[src/rims_regs.svh]
// Register offsets, field positions, reset values and counts of the input monitor/selector
`ifndef RIMS_REGS_SVH
`define RIMS_REGS_SVH

`define RIMS_ADDR_CTRL        8'h00
`define RIMS_ADDR_MONDIV      8'h04
`define RIMS_ADDR_REVAL       8'h08
`define RIMS_ADDR_HOLDOFF     8'h0C
`define RIMS_ADDR_PRESCALE    8'h10
`define RIMS_ADDR_STATUS      8'h14
`define RIMS_ADDR_MASK        8'h18

`define RIMS_CTRL_BYPASS      0
`define RIMS_CTRL_HO_DIS      1
`define RIMS_CTRL_MODE_LO     2
`define RIMS_CTRL_MODE_HI     3
`define RIMS_CTRL_SRC_INT     4
`define RIMS_CTRL_INT_SEL     5
`define RIMS_CTRL_DIFF0       6
`define RIMS_CTRL_DIFF1       7

`define RIMS_MONDIV0_LSB      0
`define RIMS_MONDIV1_LSB      8

`define RIMS_ST_LIVE_LSB      0
`define RIMS_ST_LATCH_LSB     2
`define RIMS_ST_HOLD_N        4
`define RIMS_SELECTED_INPUT_FLAG           5
`define RIMS_ST_REFLOSS       6

`define RIMS_CTRL_RESET       8'h00
`define RIMS_MONDIV_RESET     5'h01
`define RIMS_REVAL_RESET      8'h04
`define RIMS_HOLDOFF_RESET    16'h0010
`define RIMS_PRESCALE_RESET   16'h0001
`define RIMS_MASK_RESET       2'h3

`define RIMS_MISS_LIMIT       2'h3

`endif

[src/rims_pkg.sv]
// Types shared by the input monitor/selector files
`default_nettype none
package rims_pkg;

    typedef struct packed
    {
        logic diffMode1;
        logic diffMode0;
        logic intSel;
        logic srcInternal;
        logic selectModeHi;
        logic selectModeLo;
        logic holdoverDisable;
        logic vcxoPllBypass;
    } rims_ctrl_t;

    typedef struct packed
    {
        logic       referenceLossFlag;
        logic       selectedInputFlag;
        logic       holdoverActiveN;
        logic [1:0] inputLossLatched;
        logic [1:0] inputLossLive;
    } rims_status_t;

    typedef enum logic [2:0]
    {
        MODE_HOLDOVER,
        MODE_MANUAL,
        MODE_AUTO_A,
        MODE_AUTO_B,
        MODE_SHORT_HOLD
    } rims_mode_t;

    typedef enum logic
    {
        SEL_TRACK,
        SEL_HOLD
    } rims_sel_state_t;

endpackage
`default_nettype wire

[src/rims_monitor_select.sv]
// Redundant reference input monitor, input selection with holdover, and register port
//
// Notes on behaviour
// - Input declared lost after three consecutive missing edges per monitor period.
// - Each input has its own detector and 5-bit monitor divider on VCXO ticks.
// - In differential mode a zero differential voltage also flags loss.
// - Loss shows as a live status bit and a sticky latched bit.
// - Loss events can drive the active-low interrupt output.
// - Detection works only with the VCXO-PLL not bypassed.
// - Only missing edges are detected, never wrong frequency.
// - Lost input revalidated after programmable consecutive good periods.
// - Five selection modes from holdover-disable and two mode bits.
// - Manual modes follow pin or internal bit per source select, never a machine.
// - Loss on the primary input keeps it selected without holdover.
// - Holdover mode: manual change enters holdover and starts hold-off down-counter.
// - Primary is the selected input, secondary the other.
//
// The implementer's own choices: the register addresses and the plain strobed port.
`timescale 1ns/1ps
`default_nettype none
`include "rims_regs.svh"

module rims_monitor_select
(
    input  wire logic        sys_clk,
    input  wire logic        rst_b,
    input  wire logic [7:0]  regAddr,
    input  wire logic [31:0] regWdata,
    input  wire logic        regWrite,
    input  wire logic        regRead,
    output logic      [31:0] regRdata,
    input  wire logic        vcxoClk,
    input  wire logic [1:0]  refClkPin,
    input  wire logic [1:0]  diffZeroPin,
    input  wire logic        select_pin,
    output logic             pllRefSelect,
    output logic             holdover_active_n,
    output logic             irq_out_n
);

    // =========================================================
    // Registers and synchronisers
    // =========================================================
    rims_pkg::rims_ctrl_t      ctrl;
    rims_pkg::rims_sel_state_t selState;
    logic [4:0]  monitor_divider [2];
    logic [7:0]  revalidate_count;
    logic [15:0] holdoff_count;
    logic [15:0] holdoff_prescale;
    logic [1:0]  irqMask;
    logic [1:0]  input_loss_latched;
    logic [1:0]  input_loss_live;
    logic [1:0]  vcxoSync;
    logic        vcxoPrev;
    logic [1:0]  selPinSync;
    logic [15:0] holdCnt;
    logic [15:0] preCnt;
    logic        reference_loss_flag;

    function automatic rims_pkg::rims_mode_t modeOf(input rims_pkg::rims_ctrl_t c);
        if (!c.holdoverDisable)
            modeOf = rims_pkg::MODE_HOLDOVER;
        else
        begin
            unique case ({c.selectModeHi, c.selectModeLo})
                2'b00: modeOf = rims_pkg::MODE_MANUAL;
                2'b01: modeOf = rims_pkg::MODE_AUTO_A;
                2'b10: modeOf = rims_pkg::MODE_AUTO_B;
                2'b11: modeOf = rims_pkg::MODE_SHORT_HOLD;
            endcase
        end
    endfunction

    // =========================================================
    // Decoding
    // =========================================================
    wire rims_pkg::rims_mode_t mode = modeOf(ctrl);
    wire holdoverMode = (mode == rims_pkg::MODE_HOLDOVER);
    // The VCXO must run below half of sys_clk for edge sampling to see every cycle
    wire vcxoTick     = vcxoSync[1] & ~vcxoPrev;
    wire requestedSel = ctrl.srcInternal ? ctrl.intSel : selPinSync[1];
    wire wrCtrl       = regWrite && regAddr == `RIMS_ADDR_CTRL;
    wire wrMonDiv     = regWrite && regAddr == `RIMS_ADDR_MONDIV;
    wire wrReval      = regWrite && regAddr == `RIMS_ADDR_REVAL;
    wire wrHoldoff    = regWrite && regAddr == `RIMS_ADDR_HOLDOFF;
    wire wrPrescale   = regWrite && regAddr == `RIMS_ADDR_PRESCALE;
    wire wrStatus     = regWrite && regAddr == `RIMS_ADDR_STATUS;
    wire wrMask       = regWrite && regAddr == `RIMS_ADDR_MASK;
    wire [1:0] latchClear = wrStatus ? regWdata[`RIMS_ST_LATCH_LSB +: 2] : 2'h0;
    wire [15:0] preLast = (holdoff_prescale == 16'h0000) ? 16'h0000
                                                         : holdoff_prescale - 16'h0001;
    wire inHold   = (selState == rims_pkg::SEL_HOLD);
    wire preTick  = inHold & vcxoTick & (preCnt == preLast);
    wire expire   = inHold & ((holdCnt == 16'h0000) | (preTick & holdCnt == 16'h0001));
    wire changeRq = !inHold && (requestedSel != pllRefSelect);

    rims_pkg::rims_status_t status;
    assign status.referenceLossFlag = reference_loss_flag;
    assign status.selectedInputFlag = pllRefSelect;
    assign status.holdoverActiveN   = holdover_active_n;
    assign status.inputLossLatched  = input_loss_latched;
    assign status.inputLossLive     = input_loss_live;

    wire [31:0] readMux =
        (regAddr == `RIMS_ADDR_CTRL)     ? {24'h00_0000, ctrl} :
        (regAddr == `RIMS_ADDR_MONDIV)   ? {19'h0_0000, monitor_divider[1], 3'h0,
                                            monitor_divider[0]} :
        (regAddr == `RIMS_ADDR_REVAL)    ? {24'h00_0000, revalidate_count} :
        (regAddr == `RIMS_ADDR_HOLDOFF)  ? {16'h0000, holdoff_count} :
        (regAddr == `RIMS_ADDR_PRESCALE) ? {16'h0000, holdoff_prescale} :
        (regAddr == `RIMS_ADDR_STATUS)   ? {25'h000_0000, status} :
        (regAddr == `RIMS_ADDR_MASK)     ? {30'h0000_0000, irqMask} :
                                           32'h0000_0000;

    always_ff @(posedge sys_clk)
    begin
        vcxoSync   <= {vcxoSync[0], vcxoClk};
        vcxoPrev   <= vcxoSync[1];
        selPinSync <= {selPinSync[0], select_pin};
    end

    // =========================================================
    // Register port
    // =========================================================
    always_ff @(posedge sys_clk)
    begin
        if (!rst_b)
        begin
            ctrl             <= `RIMS_CTRL_RESET;
            revalidate_count <= `RIMS_REVAL_RESET;
            holdoff_count    <= `RIMS_HOLDOFF_RESET;
            holdoff_prescale <= `RIMS_PRESCALE_RESET;
            irqMask          <= `RIMS_MASK_RESET;
        end
        else
        begin
            if (wrCtrl)
                ctrl <= regWdata[7:0];
            if (wrReval)
                revalidate_count <= regWdata[7:0];
            if (wrHoldoff)
                holdoff_count <= regWdata[15:0];
            if (wrPrescale)
                holdoff_prescale <= regWdata[15:0];
            if (wrMask)
                irqMask <= regWdata[1:0];
        end
    end

    always_ff @(posedge sys_clk)
    begin
        if (!rst_b)
            regRdata <= 32'h0000_0000;
        else
            regRdata <= regRead ? readMux : 32'h0000_0000;
    end

    // =========================================================
    // Per-input detectors
    // =========================================================
    for (genvar i = 0; i < 2; i++)
    begin : g_input
        localparam int LSB = (i == 0) ? `RIMS_MONDIV0_LSB : `RIMS_MONDIV1_LSB;

        always_ff @(posedge sys_clk)
        begin
            if (!rst_b)
                monitor_divider[i] <= `RIMS_MONDIV_RESET;
            else if (wrMonDiv)
                monitor_divider[i] <= regWdata[LSB +: 5];
        end

        rims_los_detect u_detect
        (
            .sys_clk         (sys_clk),
            .rst_b           (rst_b),
            .enable          (!ctrl.vcxoPllBypass),
            .vcxoTick        (vcxoTick),
            .monitorDivider  (monitor_divider[i]),
            .revalidateCount (revalidate_count),
            .diffMode        (i == 0 ? ctrl.diffMode0 : ctrl.diffMode1),
            .clkPin          (refClkPin[i]),
            .diffZeroPin     (diffZeroPin[i]),
            .lossLive        (input_loss_live[i])
        );

        // Set beats clear so a loss in the clearing cycle is never lost
        always_ff @(posedge sys_clk)
        begin
            if (!rst_b)
                input_loss_latched[i] <= 1'b0;
            else
                input_loss_latched[i] <= input_loss_live[i] |
                                         (input_loss_latched[i] & ~latchClear[i]);
        end
    end

    always_ff @(posedge sys_clk)
    begin
        if (!rst_b)
            irq_out_n <= 1'b1;
        else
            irq_out_n <= ~|(input_loss_latched & irqMask);
    end

    // =========================================================
    // Input selection and holdover
    // =========================================================
    // Automatic and short-holdover modes behave as manual without holdover here
    always_ff @(posedge sys_clk)
    begin
        if (!rst_b)
        begin
            selState     <= rims_pkg::SEL_TRACK;
            pllRefSelect <= 1'b0;
        end
        else
        begin
            unique case (selState)
                rims_pkg::SEL_TRACK:
                begin
                    if (changeRq && holdoverMode)
                        selState <= rims_pkg::SEL_HOLD;
                    else if (changeRq)
                        pllRefSelect <= requestedSel;
                end
                rims_pkg::SEL_HOLD:
                begin
                    if (expire)
                    begin
                        selState     <= rims_pkg::SEL_TRACK;
                        pllRefSelect <= requestedSel;
                    end
                end
            endcase
        end
    end

    always_ff @(posedge sys_clk)
    begin
        if (!rst_b || !inHold)
            preCnt <= 16'h0000;
        else if (vcxoTick)
            preCnt <= preTick ? 16'h0000 : preCnt + 16'h0001;
    end

    always_ff @(posedge sys_clk)
    begin
        if (!rst_b)
            holdCnt <= 16'h0000;
        else if (changeRq && holdoverMode)
            holdCnt <= holdoff_count;
        else if (preTick && holdCnt != 16'h0000)
            holdCnt <= holdCnt - 16'h0001;
    end

    // Primary is the selected input; its loss never forces a switch or holdover
    always_ff @(posedge sys_clk)
    begin
        if (!rst_b)
        begin
            holdover_active_n   <= 1'b1;
            reference_loss_flag <= 1'b0;
        end
        else
        begin
            holdover_active_n   <= !(inHold && !expire) && !(changeRq && holdoverMode);
            reference_loss_flag <= (mode != rims_pkg::MODE_MANUAL) &&
                                   input_loss_live[pllRefSelect];
        end
    end
endmodule
`default_nettype wire

[src/rims_los_detect.sv]
// Loss-of-signal detector for one reference input
`timescale 1ns/1ps
`default_nettype none
`include "rims_regs.svh"

module rims_los_detect
(
    input  wire logic       sys_clk,
    input  wire logic       rst_b,
    input  wire logic       enable,
    input  wire logic       vcxoTick,
    input  wire logic [4:0] monitorDivider,
    input  wire logic [7:0] revalidateCount,
    input  wire logic       diffMode,
    input  wire logic       clkPin,
    input  wire logic       diffZeroPin,
    output logic            lossLive
);

    logic [1:0] clkSync;
    logic [1:0] zeroSync;
    logic       clkPrev;
    logic [4:0] divCnt;
    logic       edgeInPeriod;
    logic [1:0] missCnt;
    logic       edgeLoss;
    logic [7:0] validCnt;

    wire       edgeSeen      = clkSync[1] & ~clkPrev;
    wire [4:0] divLast       = (monitorDivider == 5'h00) ? 5'h00 : monitorDivider - 5'h01;
    // At-or-above keeps a shrunk divider from running the count the long way round
    wire       monTick       = vcxoTick & (divCnt >= divLast);
    wire       periodHadEdge = edgeInPeriod | edgeSeen;
    // Only missing edges count; a wrong but running frequency never trips this
    wire       missEvent     = monTick & ~periodHadEdge;
    wire       lossDeclare   = missEvent & (missCnt == `RIMS_MISS_LIMIT - 2'h1);
    wire       goodPeriod    = monTick & periodHadEdge;
    wire       revalDone     = goodPeriod & ((validCnt + 8'h01) >= revalidateCount);

    always_ff @(posedge sys_clk)
    begin
        clkSync  <= {clkSync[0], clkPin};
        zeroSync <= {zeroSync[0], diffZeroPin};
        clkPrev  <= clkSync[1];
    end

    // Monitor divider turns VCXO ticks into one tick per nominal input period
    always_ff @(posedge sys_clk)
    begin
        if (!rst_b || !enable)
            divCnt <= 5'h00;
        else if (vcxoTick)
            divCnt <= monTick ? 5'h00 : divCnt + 5'h01;
    end

    always_ff @(posedge sys_clk)
    begin
        if (!rst_b || !enable)
            edgeInPeriod <= 1'b0;
        else if (monTick)
            edgeInPeriod <= 1'b0;
        else if (edgeSeen)
            edgeInPeriod <= 1'b1;
    end

    always_ff @(posedge sys_clk)
    begin
        if (!rst_b || !enable)
            missCnt <= 2'h0;
        else if (goodPeriod)
            missCnt <= 2'h0;
        else if (missEvent && missCnt != `RIMS_MISS_LIMIT)
            missCnt <= missCnt + 2'h1;
    end

    always_ff @(posedge sys_clk)
    begin
        if (!rst_b || !enable)
            edgeLoss <= 1'b0;
        else if (lossDeclare)
            edgeLoss <= 1'b1;
        else if (edgeLoss && revalDone)
            edgeLoss <= 1'b0;
    end

    always_ff @(posedge sys_clk)
    begin
        if (!rst_b || !enable || !edgeLoss || missEvent)
            validCnt <= 8'h00;
        else if (goodPeriod && validCnt != 8'hFF)
            validCnt <= validCnt + 8'h01;
    end

    always_ff @(posedge sys_clk)
    begin
        if (!rst_b)
            lossLive <= 1'b0;
        else
            lossLive <= enable & (edgeLoss | (diffMode & zeroSync[1]));
    end
endmodule
`default_nettype wire

[config.mk]
export PLATFORM = sky130hd
export DESIGN_NAME = rims_monitor_select
export DESIGN_NICKNAME = d
export VERILOG_FILES = /design/src/rims_pkg.sv /design/src/rims_monitor_select.sv /design/src/rims_los_detect.sv
export VERILOG_INCLUDE_DIRS = /design/src
export SDC_FILE = /design/constraint.sdc
export NUM_CORES = 1
export LEC_CHECK = 0
export ABC_AREA = 1
export BUFFER_PORTS_ARGS = -buffer_cell sky130_fd_sc_hd__clkbuf_2
export CORE_AREA = 2 2 176 178
export CTS_CLUSTER_DIAMETER = 40
export DETAILED_ROUTE_END_ITERATION = 7
export DIE_AREA = 0 0 178 180
export GPL_ROUTABILITY_DRIVEN = 0
export HOLD_SLACK_MARGIN = 0.08
export SLEW_MARGIN = 5
export SYNTH_ARGS = -nofsm -noshare
export SYNTH_HDL_FRONTEND = slang
export SYNTH_SLANG_ARGS = --single-unit
[constraint.sdc]
create_clock -name sys_clk -period 5.3 [get_ports sys_clk]
set_clock_uncertainty 0.1 [all_clocks]
set_input_delay 1.06 -clock sys_clk [delete_from_list [all_inputs] [get_ports sys_clk]]
set_output_delay 1.06 -clock sys_clk [all_outputs]
set_load 0.01 [all_outputs]
==> results_tabular.tex <==
\begin{tabular}{lr}
\hline
Metric & Value \\
\hline
\multicolumn{2}{l}{\textbf{Clock network}} \\
Post-cts sizing count & 0 \\
Number of CTS-inserted buffers & 17 \\
Clock-pin slew of the registers on the worst-case setup and hold paths & roughly 70 ps \\
Depth of the CTS H-tree & 4 \\
Post-CTS setup buffers & 0 \\
CTS tree & done \\
CTS Buffer Depth & 2 \\
Clock Root Buffer & clkbuf\_16 \\
Post-CTS Hold Fix Bufs & 0 \\
Clock latency reported for the late side of the worst-skew pair & 440 ps \\
TritonCTS Sinks & 166 \\
\multicolumn{2}{l}{\textbf{Synth}} \\
Synth warnings & 0 \\
FFs w/ async S/R, synth & 0 \\
Proportion of netlist area held by the largest area contributor & 0.351 \\
Cell type with the largest total area after synthesis & dfxtp\_1 \\
Dominant cells by area after synthesis & dfxtp\_1 (35\%), nand2\_1 (10\%), inv\_1 (7.4\%) \\
Post-synth EDFFs & 10 \\
Post-synthesis instance area & roughly 9000 um\^{}2 \\
Prevailing post-synth register cell & dfxtp\_1 \\
Average size of a mapped cell & about 7.2 um\^{}2 \\
Most frequent cells after synthesis & nand2\_1 (242), inv\_1 (176), dfxtp\_1 (156) \\
Unique masters post-synth & slightly below 50 \\
Share of the yosys chip area belonging to registers & 0.385 \\
Synthesis-stage register bit count & approximately 170 \\
Most common cell in the netlist & nand2\_1 \\
Syn Inst Count & 1,240 \\
\multicolumn{2}{l}{\textbf{Cells and area}} \\
Count of nets after finishing & between 1,000 and 1,500 \\
Fraction of layout cells with a size suffix above 1 & 0.0923 \\
Number of antenna diodes & 0 \\
Summed area of non-filler cells in the final layout & roughly 10,000 um\^{}2 \\
Layout Area Growth over Synthesis & 12.8\% \\
Utilization of the core after routing & 0.332 \\
\multicolumn{2}{l}{\textbf{Route}} \\
Routed vias & between 7,000 and 8,000 \\
Post-detailed-route DRC marker count & 0 \\
Number of DRC markers after the initial detailed-route iteration & 573 \\
ANT nets after route & 0 \\
Average detailed-routed wire length per instance & 13.9 um \\
1st-pass router iterations & 5 \\
Mean number of vias per cell & 4.68 \\
Total wirelength of the detailed-routed design & around 24,000 um \\
\multicolumn{2}{l}{\textbf{STA}} \\
Count of final setup violators & 0 \\
Post-route setup TNS & 0 ps \\
Worst-Margin Slew & 1030 ps \\
Final hold vios & 0 \\
Final worst-path cycle share & 0.669 \\
Highest attainable clock frequency & approximately 280 MHz \\
Headroom to the max-slew limit & 0.307 \\
Minimum clock period & around 3500 ps \\
Unrepaired setup endpoints after global routing & no \\
Total count of max-transition violations in the final report & 0 \\
\multicolumn{2}{l}{\textbf{Setup path}} \\
Crit path buf inv count & 3 \\
Crit path cell chain & clkbuf\_2 -> or2\_1 -> nor2\_1 -> nand2\_1 -> nor2\_2 -> clkinv\_1 -> nor2\_2 -> inv\_1 -> o21ai\_0 -> a21oi\_1 \\
Depth of the worst register-to-register path & 17 \\
Largest driver fanout on the critical path & 27 \\
Largest delay share family, worst path & simple AND/OR/NAND/NOR gates \\
Master of the slowest instance on the critical path & nor2\_2 \\
CP Capture Point & holdoff\_prescale[13]\$\_SDFFE\_PN0P\_ \\
Start-to-end type of the worst setup path & in2reg \\
Critical register-to-register path endpoint & g\_input[1].u\_detect.validCnt[0]\$\_SDFFE\_PP0P\_ \\
Critical Path Stages & 10 \\
WP data arrival & approximately 3800 ps \\
Crit path launch & regAddr[1] \\
Worst r2r src & monitor\_divider[1][0]\$\_SDFFCE\_PN1P\_ \\
Worst setup EP type & flip-flop \\
Crit-path max cell delay & 780 ps \\
Register-to-register setup slack & $\sim$1900 ps \\
Cell type with the highest occurrence count on the critical path & nor2\_2 \\
Required arrival time at the worst endpoint & approximately 5500 ps \\
Startpoint type of the worst setup path & primary input \\
\multicolumn{2}{l}{\textbf{Run status}} \\
Status & finished clean \\
\multicolumn{2}{l}{\textbf{Global routing}} \\
Number of global-route vias before repair & $\sim$7,500 \\
GRT overflow & 0 \\
Pin count of the biggest net entering global routing & 58 \\
All-layer global routing usage & 0.153 \\
Number of antenna violations at the first check in global routing & 0 \\
First-pass GRT wire length & between 30,000 and 40,000 um \\
\multicolumn{2}{l}{\textbf{Floorplan}} \\
Floorplan Core Area & 30,200 um\^{}2 \\
Die H & 180 um \\
Effective utilization at floorplan & 0.294 \\
Full die area & 32,000 um\^{}2 \\
X dimension of the die & between 150 and 200 um \\
Std cell rows & 64 \\
Number of placed I/O pins & 85 \\
\multicolumn{2}{l}{\textbf{Pwr}} \\
Ratio of total power to cell area & between 300 and 400 nW/um\^{}2 \\
Worst IR Drop VDD & just over 200 uV \\
Static leakage power & between 4 and 5 nW \\
\multicolumn{2}{l}{\textbf{Placed design}} \\
DP HPWL & between 15,000 and 20,000 um \\
Number of buffer cells added on primary ports & 52 \\
Placed instance area & approximately 9500 um\^{}2 \\
\multicolumn{2}{l}{\textbf{Hold path}} \\
Worst hold path class & reg2reg \\
Hold Path Cell Cnt & 0 \\
\multicolumn{2}{l}{\textbf{Job}} \\
Number of max-cap violations & 0 \\
\hline
\end{tabular}
metrics by stage:
| step | std cells | hold slack [ps] | total power (W) | worst slack, ps |
|---|---|---|---|---|
| after floorplan | 1255 | 210 | 0.00180 | 2060 |
| after global placement | 1664 | 212 | 0.00191 | 1420 |
| after detailed placement | 1664 | 218 | 0.00192 | 1340 |
| after CTS | 1696 | 228 | 0.00309 | 1800 |
| after global routing | 1696 | 243 | 0.00324 | 1440 |
| final | 1696 | 225 | 0.00306 | 1750 |
power by group:
group | total, W | leakage [nW] | internal [W] | switching (W)
sequential | 0.00136 | 1.36 | 0.00131 | 0.0000491
combinational | 0.000525 | 2.75 | 0.000183 | 0.000342
clock | 0.00118 | 0.274 | 0.000629 | 0.000547
total | 0.00306 | 4.39 | 0.00213 | 0.000937
worst min-delay path by stage:
stage,start,to,slack (ps)
2_1_floorplan,g_input[0].u_detect.clkSync[0]$_DFF_P_,g_input[0].u_detect.clkSync[1]$_DFF_P_,210
3_3_place_gp,g_input[0].u_detect.clkSync[0]$_DFF_P_,g_input[0].u_detect.clkSync[1]$_DFF_P_,210
3_5_place_dp,g_input[1].u_detect.clkSync[0]$_DFF_P_,g_input[1].u_detect.clkSync[1]$_DFF_P_,220
4_1_cts,vcxoSync[0]$_DFF_P_,vcxoSync[1]$_DFF_P_,230
5_1_grt,g_input[1].u_detect.clkSync[0]$_DFF_P_,g_input[1].u_detect.clkSync[1]$_DFF_P_,240
6_report,selPinSync[0]$_DFF_P_,selPinSync[1]$_DFF_P_,230
logic make-up (layout without fill, tap and decap cells):
logic type,after synthesis,in the layout,share of synthesized area
other cells,1,16,0.000422
flops,166,166,0.385
compound gates,251,251,0.156
xor+xnor,32,32,0.0315
fa+ha+maj,45,45,0.0633
simple gates,522,522,0.259
buf+inv,223,268,0.105
final cells by class:
class                   count  area (um^2)
repair buffers             56          290
clock inverters            13         93.8
fillers                  3202        20200
multi-input cells         866         4590
well taps                 396          495
flip-flops and latches    166         3420
clock buffers              19          453
inverters                 180          676
registers in the layout, summed over array words and instances (netlist names), 4 cells and up:
name,count
g_input.u_detect.divCnt,10
g_input.u_detect.validCnt,16
holdoff_prescale,16
regRdata,16
holdoff_count,16
holdCnt,16
g_input.u_detect.zeroSync,4
g_input.u_detect.missCnt,4
preCnt,16
g_input.u_detect.clkSync,4
revalidate_count,8
ctrl,8
monitor_divider,10
worst reg2reg max path, stage by stage (launching register included):
cell	delay, ps
edfxtp_1	360
inv_1	100
ha_1	230
nand3_1	120
inv_1	60
or2_2	270
ha_1	270
o21a_1	100
o21ai_0	130
nand2_1	70
a21oi_1	140
o21bai_1	120
nand2_1	190
nor2_1	120
o21ai_1	380
inv_1	270
nand2_1	120
a21oi_1	70
routing by layer:
layer	GRT usage	routed length, um	vias to the layer above
met3	0.0319	1120	23
met1	0.210	11200	3616
met5	0	0	-
met2	0.240	10700	172
li1	-	-	4126
met4	0.0475	462	0
cells in the final DEF (no fill, tap or decap), drive strengths merged, types with 2 or more instances in the layout:
cell type / n
a21oi: 114
a221oi: 2
a41oi: 4
buf: 4
clkbuf: 71
clkinv: 9
conb: 16
dfxtp: 156
edfxtp: 10
ha: 45
inv: 183
nand2: 246
nand3: 71
nand3b: 2
nand4: 26
nor2: 135
nor3: 26
nor3b: 7
nor4: 2
o211ai: 7
o21ai: 100
o21bai: 6
o221ai: 3
o22ai: 7
or2: 5
xnor2: 4
xor2: 28
No activity file was read; power rests on OpenSTA's default activity.
